**config.mk**
```make
export PLATFORM = sky130hd
export DESIGN_NAME = dcdc_supply_voltage_monitor_config_regs
export DESIGN_NICKNAME = d
export VERILOG_FILES = /design/src/dcdc_supply_voltage_monitor_pkg.sv /design/src/dcdc_supply_voltage_monitor_config_regs.sv
export SDC_FILE = /design/constraint.sdc
export NUM_CORES = 1
export LEC_CHECK = 0
export ABC_AREA = 1
export BUFFER_PORTS_ARGS = -buffer_cell sky130_fd_sc_hd__buf_2
export CORE_MARGIN = 4
export CORE_UTILIZATION = 50
export DETAILED_ROUTE_END_ITERATION = 16
export PLACE_DENSITY = 0.82
export SETUP_SLACK_MARGIN = 0.4
export SYNTH_ARGS = -nofsm -noshare
export SYNTH_HDL_FRONTEND = slang
export SYNTH_SLANG_ARGS = --single-unit
```
**constraint.sdc**
```tcl
create_clock -name clk_i -period 2.15 [get_ports clk_i]
set_clock_uncertainty 0.2 [all_clocks]
set_input_delay 0.1075 -clock clk_i [delete_from_list [all_inputs] [get_ports clk_i]]
set_output_delay 0.1075 -clock clk_i [all_outputs]
set_load 0.005 [all_outputs]
```
**src/dcdc_supply_voltage_monitor_pkg.sv**
```systemverilog
// Purpose: shared constants for the converter and supply monitor register bank
// Assumes: word-addressed byte offsets on a plain register port
// Notes: chosen offsets for interrupt registers sit above the monitor block, transfer registers below it
package dcdc_supply_voltage_monitor_pkg;
  localparam int ADDR_W = 8;
  localparam int DATA_W = 32;
  // ----------------------------------------------------------------
  // register offsets
  // ----------------------------------------------------------------
  localparam logic [7:0] OFS_LP_VOLT = 8'h64;
  localparam logic [7:0] OFS_LP_CTRL = 8'h6c;
  localparam logic [7:0] OFS_LN_FREQ = 8'h70;
  localparam logic [7:0] OFS_SYNC_STAT = 8'h78;
  localparam logic [7:0] OFS_CONV_CTRL = 8'h7c;
  localparam logic [7:0] OFS_MON_MAIN = 8'h90;
  localparam logic [7:0] OFS_MON_ALT = 8'h94;
  localparam logic [7:0] OFS_IRQ_STAT = 8'ha0;
  localparam logic [7:0] OFS_IRQ_MASK = 8'ha4;
  // ----------------------------------------------------------------
  // writable bit masks and reset values
  // ----------------------------------------------------------------
  localparam logic [31:0] MASK_LP_VOLT = 32'h0000_01ff;
  localparam logic [31:0] RST_LP_VOLT = 32'h0000_0168;
  localparam logic [31:0] MASK_LP_CTRL = 32'h0700_f000;
  localparam logic [31:0] RST_LP_CTRL = 32'h0300_0000;
  localparam logic [31:0] MASK_LN_FREQ = 32'h1f00_0007;
  localparam logic [31:0] RST_LN_FREQ = 32'h1000_0000;
  localparam logic [31:0] MASK_CONV_CTRL = 32'h0000_ffff;
  localparam logic [31:0] RST_CONV_CTRL = 32'h0000_0000;
  localparam logic [31:0] MASK_MON_MAIN = 32'h00ff_ff0d;
  localparam logic [31:0] MASK_MON_ALT = 32'h0000_ff0d;
  localparam logic [31:0] RST_MON = 32'h0000_0000;
  localparam logic [3:0] MASK_IRQ = 4'hf;
  // ----------------------------------------------------------------
  // field positions
  // ----------------------------------------------------------------
  localparam int POS_LP_ATTEN = 0;
  localparam int POS_LP_REF = 1;
  localparam int POS_HYST = 12;
  localparam int POS_DUTY = 24;
  localparam int POS_BLANK = 25;
  localparam int POS_TRIM = 24;
  localparam int POS_BAND = 0;
  localparam int POS_BUSY = 0;
  localparam int POS_EN = 0;
  localparam int POS_RISE_WU = 2;
  localparam int POS_FALL_WU = 3;
  localparam int POS_RISE_FINE = 16;
  localparam int POS_RISE_COARSE = 20;
  localparam int POS_FALL_FINE = 8;
  localparam int POS_FALL_COARSE = 12;
  localparam logic RST_LN_ATTEN = 1'b0;
  // transfer into the oscillator domain, in system clocks
  localparam int XFER_CYCLES = 8;
endpackage

```
**src/dcdc_supply_voltage_monitor_config_regs.sv**
```systemverilog
// Purpose: converter and supply monitor configuration and status registers
// Assumes: one 200 MHz clock; supply comparator outputs arrive asynchronously
// Notes: converter fields use the power-on reset, monitor fields the extended reset
//
// Added by the designer: the address-and-strobe port.
`timescale 1ns/1ps
// Operation
// - low-noise attenuation: 0 is third, 1 sixth
// - bias duty cycle enable bit 24, reset one
// - sleep hysteresis bits 15:12, reset zero
// - oscillator band bits 2:0, reset zero
// - busy flag high during domain transfer
// - rising thresholds at 23:20 and 19:16
// - falling thresholds at 15:12 and 11:8
// - falling wakeup bit 3 wakes hibernate
// - rising wakeup bit 2 wakes hibernate
// - alternate channel single threshold pair
// - monitor fields cleared by extended reset only
module dcdc_supply_voltage_monitor_config_regs #(
  parameter int XFER_LEN = dcdc_supply_voltage_monitor_pkg::XFER_CYCLES
) (
  input wire logic clk_i,
  input wire logic rst_n_i,
  input wire logic ext_rst_n_i,
  input wire logic [dcdc_supply_voltage_monitor_pkg::ADDR_W-1:0] addr_i,
  input wire logic [dcdc_supply_voltage_monitor_pkg::DATA_W-1:0] wdata_i,
  input wire logic wr_i,
  input wire logic rd_i,
  input wire logic hibernate_state_i,
  input wire logic main_supply_above_i,
  input wire logic alt_supply_above_i,
  output logic [dcdc_supply_voltage_monitor_pkg::DATA_W-1:0] rdata_o,
  output logic irq_o,
  output logic wakeup_o,
  output logic lownoise_fb_atten_o,
  output logic [7:0] lowpower_reference_sel_o,
  output logic lowpower_fb_atten_o,
  output logic [1:0] lowpower_blanking_o,
  output logic bias_duty_cycle_enable_o,
  output logic [3:0] sleep_comparator_hysteresis_o,
  output logic [4:0] osc_trim_o,
  output logic [2:0] osc_band_select_o,
  output logic [15:0] converter_control_o,
  output logic main_monitor_en_o,
  output logic alt_monitor_en_o
);
  import dcdc_supply_voltage_monitor_pkg::*;

  // ----------------------------------------------------------------
  // decode
  // ----------------------------------------------------------------
  function automatic logic hit(input logic [7:0] a, input logic [7:0] ofs);
    hit = (a == ofs);
  endfunction

  wire logic wr_lp_volt = wr_i && hit(addr_i, OFS_LP_VOLT);
  wire logic wr_lp_ctrl = wr_i && hit(addr_i, OFS_LP_CTRL);
  wire logic wr_ln_freq = wr_i && hit(addr_i, OFS_LN_FREQ);
  wire logic wr_conv = wr_i && hit(addr_i, OFS_CONV_CTRL);
  wire logic wr_mon_main = wr_i && hit(addr_i, OFS_MON_MAIN);
  wire logic wr_mon_alt = wr_i && hit(addr_i, OFS_MON_ALT);
  wire logic wr_mask = wr_i && hit(addr_i, OFS_IRQ_MASK);
  wire logic rd_stat = rd_i && hit(addr_i, OFS_IRQ_STAT);

  // ----------------------------------------------------------------
  // converter registers on the power-on reset
  // ----------------------------------------------------------------
  logic [31:0] lp_volt_q;
  logic [31:0] lp_ctrl_q;
  logic [31:0] ln_freq_q;
  logic [31:0] conv_q;
  logic ln_atten_q;
  logic busy_q;
  logic [7:0] xfer_cnt_q;
  wire logic busy_done = busy_q && (xfer_cnt_q == 8'(XFER_LEN - 1));

  always_ff @(posedge clk_i or negedge rst_n_i) begin
    if (!rst_n_i) begin
      lp_volt_q <= RST_LP_VOLT;
      lp_ctrl_q <= RST_LP_CTRL;
      ln_freq_q <= RST_LN_FREQ;
      ln_atten_q <= RST_LN_ATTEN;
      conv_q <= RST_CONV_CTRL;
    end else begin
      if (wr_lp_volt) begin
        lp_volt_q <= wdata_i & MASK_LP_VOLT;
      end
      if (wr_lp_ctrl) begin
        lp_ctrl_q <= wdata_i & MASK_LP_CTRL;
      end
      if (wr_ln_freq) begin
        ln_freq_q <= wdata_i & MASK_LN_FREQ;
      end
      if (wr_conv && !busy_q) begin
        conv_q <= wdata_i & MASK_CONV_CTRL;
        ln_atten_q <= wdata_i[1];
      end
    end
  end

  // transfer busy: held while a control word crosses to the oscillator domain
  always_ff @(posedge clk_i or negedge rst_n_i) begin
    if (!rst_n_i) begin
      busy_q <= 1'b0;
      xfer_cnt_q <= 8'h00;
    end else if (wr_conv && !busy_q) begin
      busy_q <= 1'b1;
      xfer_cnt_q <= 8'h00;
    end else if (busy_done) begin
      busy_q <= 1'b0;
    end else if (busy_q) begin
      xfer_cnt_q <= xfer_cnt_q + 8'h01;
    end
  end

  // ----------------------------------------------------------------
  // monitor registers on the extended reset
  // ----------------------------------------------------------------
  logic [31:0] mon_main_q;
  logic [31:0] mon_alt_q;

  always_ff @(posedge clk_i or negedge ext_rst_n_i) begin
    if (!ext_rst_n_i) begin
      mon_main_q <= RST_MON;
      mon_alt_q <= RST_MON;
    end else begin
      if (wr_mon_main) begin
        mon_main_q <= wdata_i & MASK_MON_MAIN;
      end
      if (wr_mon_alt) begin
        mon_alt_q <= wdata_i & MASK_MON_ALT;
      end
    end
  end

  // ----------------------------------------------------------------
  // supply crossings and wakeup
  // ----------------------------------------------------------------
  logic [1:0] sync1_q;
  logic [1:0] sync2_q;
  logic [1:0] prev_q;
  // edges are ignored until the sync chain and history hold real pin levels
  logic [2:0] prime_q;
  wire logic primed = prime_q[2];
  wire logic [1:0] chan_en = {mon_alt_q[POS_EN], mon_main_q[POS_EN]};
  wire logic [1:0] rise_wu = {mon_alt_q[POS_RISE_WU], mon_main_q[POS_RISE_WU]};
  wire logic [1:0] fall_wu = {mon_alt_q[POS_FALL_WU], mon_main_q[POS_FALL_WU]};
  wire logic [1:0] rise_ev = sync2_q & ~prev_q & chan_en & {2{primed}};
  wire logic [1:0] fall_ev = ~sync2_q & prev_q & chan_en & {2{primed}};
  wire logic wake_hit = hibernate_state_i &&
    (|(rise_ev & rise_wu) || |(fall_ev & fall_wu));

  always_ff @(posedge clk_i or negedge rst_n_i) begin
    if (!rst_n_i) begin
      sync1_q <= 2'h0;
      sync2_q <= 2'h0;
      prev_q <= 2'h0;
      prime_q <= 3'h0;
    end else begin
      sync1_q <= {alt_supply_above_i, main_supply_above_i};
      sync2_q <= sync1_q;
      prev_q <= sync2_q;
      prime_q <= {prime_q[1:0], 1'b1};
    end
  end

  // ----------------------------------------------------------------
  // interrupts: [0] main rise, [1] main fall, [2] alt rise, [3] alt fall
  // ----------------------------------------------------------------
  logic [3:0] irq_stat_q;
  logic [3:0] irq_mask_q;
  wire logic [3:0] irq_set = {fall_ev[1], rise_ev[1], fall_ev[0], rise_ev[0]};

  always_ff @(posedge clk_i or negedge rst_n_i) begin
    if (!rst_n_i) begin
      irq_stat_q <= 4'h0;
      irq_mask_q <= 4'h0;
    end else begin
      irq_stat_q <= (rd_stat ? 4'h0 : irq_stat_q) | irq_set;
      if (wr_mask) begin
        irq_mask_q <= wdata_i[3:0] & MASK_IRQ;
      end
    end
  end

  // ----------------------------------------------------------------
  // read mux, reserved bits zero
  // ----------------------------------------------------------------
  logic [31:0] rmux;
  always_comb begin
    case (addr_i)
      OFS_LP_VOLT: rmux = lp_volt_q;
      OFS_LP_CTRL: rmux = lp_ctrl_q;
      OFS_LN_FREQ: rmux = ln_freq_q;
      OFS_SYNC_STAT: rmux = {31'h0, busy_q};
      OFS_CONV_CTRL: rmux = conv_q;
      OFS_MON_MAIN: rmux = mon_main_q;
      OFS_MON_ALT: rmux = mon_alt_q;
      OFS_IRQ_STAT: rmux = {28'h0, irq_stat_q};
      OFS_IRQ_MASK: rmux = {28'h0, irq_mask_q};
      default: rmux = 32'h0;
    endcase
  end

  // ----------------------------------------------------------------
  // registered outputs
  // ----------------------------------------------------------------
  always_ff @(posedge clk_i or negedge rst_n_i) begin
    if (!rst_n_i) begin
      rdata_o <= 32'h0;
      irq_o <= 1'b0;
      wakeup_o <= 1'b0;
      lownoise_fb_atten_o <= 1'b0;
      lowpower_reference_sel_o <= 8'h0;
      lowpower_fb_atten_o <= 1'b0;
      lowpower_blanking_o <= 2'h0;
      bias_duty_cycle_enable_o <= 1'b0;
      sleep_comparator_hysteresis_o <= 4'h0;
      osc_trim_o <= 5'h0;
      osc_band_select_o <= 3'h0;
      converter_control_o <= 16'h0;
      main_monitor_en_o <= 1'b0;
      alt_monitor_en_o <= 1'b0;
    end else begin
      rdata_o <= rd_i ? rmux : 32'h0;
      irq_o <= |(irq_stat_q & irq_mask_q);
      wakeup_o <= wake_hit;
      lownoise_fb_atten_o <= ln_atten_q;
      lowpower_reference_sel_o <= lp_volt_q[POS_LP_REF +: 8];
      lowpower_fb_atten_o <= lp_volt_q[POS_LP_ATTEN];
      lowpower_blanking_o <= lp_ctrl_q[POS_BLANK +: 2];
      bias_duty_cycle_enable_o <= lp_ctrl_q[POS_DUTY];
      sleep_comparator_hysteresis_o <= lp_ctrl_q[POS_HYST +: 4];
      osc_trim_o <= ln_freq_q[POS_TRIM +: 5];
      osc_band_select_o <= ln_freq_q[POS_BAND +: 3];
      converter_control_o <= conv_q[15:0];
      main_monitor_en_o <= chan_en[0];
      alt_monitor_en_o <= chan_en[1];
    end
  end
endmodule // dcdc_supply_voltage_monitor_config_regs

```
==> results_dict.tcl <==
set metrics [dict create \
    ys_seq_area_share_pct 63.8 \
    row_count 41 \
    synth_area_mm2 0.00664 \
    synth_mux_area_share_pct 0 \
    syn_inst 666 \
    grt_usage_pct 22.7 \
    wl_um 16900 \
    io-pin-count 125 \
    status "finished clean" \
    synth_top_family_by_area "simple AND/OR/NAND/NOR gates" \
    setup-violations-final 0 \
    hp-class "in -> async" \
    yosysWarnings 0 \
    synthToLayoutAreaGrowth_pct 29.0 \
    drc 0 \
    tns_ps 0 \
    cts_made_buffers 17 \
    async_reset_ff_share_pct 100 \
    seq_area_mm2 0.00424 \
    nets 893 \
    grt.overflow.total 0 \
    die_w_um 123 \
    grt_use_met2_pct 37.7 \
    cp_max_fo 5 \
    worstMarginPinSlew_ps 719 \
    fp.dieH_um 123 \
    worstSkewPairLatency_ps 430 \
    clk_root_buffer_cell "clkbuf_16" \
    leakage_nw 4.41 \
    power_mw 7.18 \
    rsz0062_at_grt "true" \
    globalRoute.busiestLayer "met2" \
    cap_violations 0 \
    path_clk_slew_ps 60 \
    min_period_ps 1730 \
    core-area_mm2 0.0128 \
    synth-main-ff-cell "dfrtp_1" \
    multi_input_area_mm2 0.00201 \
    synth_seq_cells 169 \
    cts_sinks 169 \
    ys_types 32 \
    ir_drop_mv 0.422 \
    critPathKind "reg -> reg" \
    first_global_vias 5286 \
    vias 5283 \
    avgSynthCellArea_um2 9.97 \
    synthAdderAreaFrac_pct 0.188 \
    fillers 919 \
    dr.pass1.iters 5 \
    critical_path_arrival_ps 1880 \
    antenna_found_initial 1 \
    global_route.usage.met1_pct 27.8 \
    clock.fmax_ghz 0.577 \
    route.antenna.remaining_nets 0 \
    setup_ws_ps 418 \
    final_common_cell "nand2_1" \
    synth-xor-area-share_pct 0.528 \
    synth_compound_area_share_pct 9.70 \
    grt_pass1_wl_um 26200 \
    slew_headroom_pct 52.1 \
    whs_ps 3.92 \
    start_util_pct 51.8 \
    power-per-cell-area_mw_per_mm2 838 \
    wl_per_cell_um 16.4 \
    hold_violations 0 \
    drive_gt1_share_pct 25.9 \
    cts_tree "built" \
    timing.final.crit_share_pct 80.6 \
    slew_viol_final 0 \
    hpwl_um 10400 \
    grt_use_met3_pct 6.40 \
    clock_path_buffers 2 \
    vias_per_cell 5.12 \
    dieArea_mm2 0.0152 \
    pre_cts_ws_ps 343 \
    drt_iter0_drc 546 \
    cts_htree_levels 4 \
    synth_edf_count 0 \
    gp_congestion 0.835 \
    critPathCaptureType "flip-flop" \
    fin_util_pct 66.8 \
    synth-simple-area-share_pct 19.4 \
    io_buffers 118 \
    final_cell_mix "nand2_1 (169), dfrtp_1 (162), buf_2 (117), inv_1 (63), o21ai_0 (50)" \
    cp-start-kind "flip-flop" \
    required_ps 2290 \
    grt_max_degree 57 \
]
==> flip-flops by register name, summed over array words and instances (netlist names), 5 cells and up <==
register                  cells
mon_main_q                   19
mon_alt_q                    11
lp_volt_q                     9
converter_control_o          16
lp_ctrl_q                     7
conv_q                       16
xfer_cnt_q                    8
rdata_o                      29
osc_trim_o                    5
lowpower_reference_sel_o      8
ln_freq_q                     8
==> synthesized netlist by cell type (7+ instances only) <==
master	count	area (um^2)
o21a_1	17	128
nor2_1	49	184
o21ai_0	51	255
inv_1	63	236
dfrtp_1	162	4050
a21oi_1	13	65.1
o21ai_2	16	140
nand2_1	169	634
nor2_4	7	78.8
dfstp_2	7	184
buf_4	8	60.1
nand3_1	49	245
==> what timing repair did <==
item,4_1_cts,5_1_grt
endpoints found under the hold margin,255,0
pin swaps,0,1
setup endpoints to repair,7,28
setup buffers,0,6
hold buffers,41,0
resized for setup,2,4
==> stage by stage <==
| step | instance area, um^2 | cells |
|---|---|---|
| after floorplan | 6650 | 668 |
| after global placement | 7430 | 950 |
| after detailed placement | 7430 | 950 |
| after CTS | 8480 | 1023 |
| after global routing | 8560 | 1029 |
| final | 8560 | 1031 |
==> worst max-delay path: stages, from the launching register on <==
cell	delay [ps]
dfrtp_1	430
ha_1	230
nand3_1	150
o21ai_2	280
nand2_1	180
o21ai_0	180
==> routing by layer <==
layer  routed length, um  share of wire, %  up-vias
met3                1250               7.4       57
met1                6950                41     2508
met4                 544               3.2        2
met5                   7             0.042        -
met2                8110                48      248
li1                    -                 -     2468
==> power breakdown <==
| group | total [mW] | switching, mW | internal (mW) |
|---|---|---|---|
| registers | 3.43 | 0.0863 | 3.35 |
| logic | 0.481 | 0.286 | 0.194 |
| clock network | 3.27 | 1.23 | 2.04 |
==> cells by family (layout without fill, tap and decap cells) <==
family | count (synthesis) | in the layout
simple gates | 293 | 293
flops | 169 | 169
compound gates | 106 | 106
buf+inv | 91 | 280
xor+xnor | 4 | 4
other cells | 2 | 6
fa+ha+maj | 1 | 1
==> layout make-up <==
cell class / instances / area share, %
Sequential cell: 169 / 49.5
Multi-Input combinational cell: 408 / 23.5
Timing Repair Buffer: 179 / 14.0
Clock buffer: 21 / 5.49
Inverter: 69 / 3.02
Tap cell: 172 / 2.51
Clock inverter: 11 / 1.96
Antenna cell: 2 / 0.0584
==> final timing paths <==
check	startpoint	end	slack (ps)	depth (start not counted)
worst max-delay path	xfer_cnt_q[0]$_DFFE_PN0P_	xfer_cnt_q[7]$_DFFE_PN0P_	420	5
worst min-delay path	rst_n_i	lowpower_reference_sel_o[5]$_DFF_PN0_	4	2
worst max register to register	xfer_cnt_q[0]$_DFFE_PN0P_	xfer_cnt_q[7]$_DFFE_PN0P_	420	5
worst min register to register	sync1_q[1]$_DFF_PN0_	sync2_q[1]$_DFF_PN0_	150	0
max in group asynchronous	rst_n_i	lp_ctrl_q[24]$_DFFE_PN1P_	1010	3
min in group clk_i	addr_i[4]	rdata_o[26]$_DFF_PN0_	30	5
Note: power is estimated with default switching activity, not from simulation.
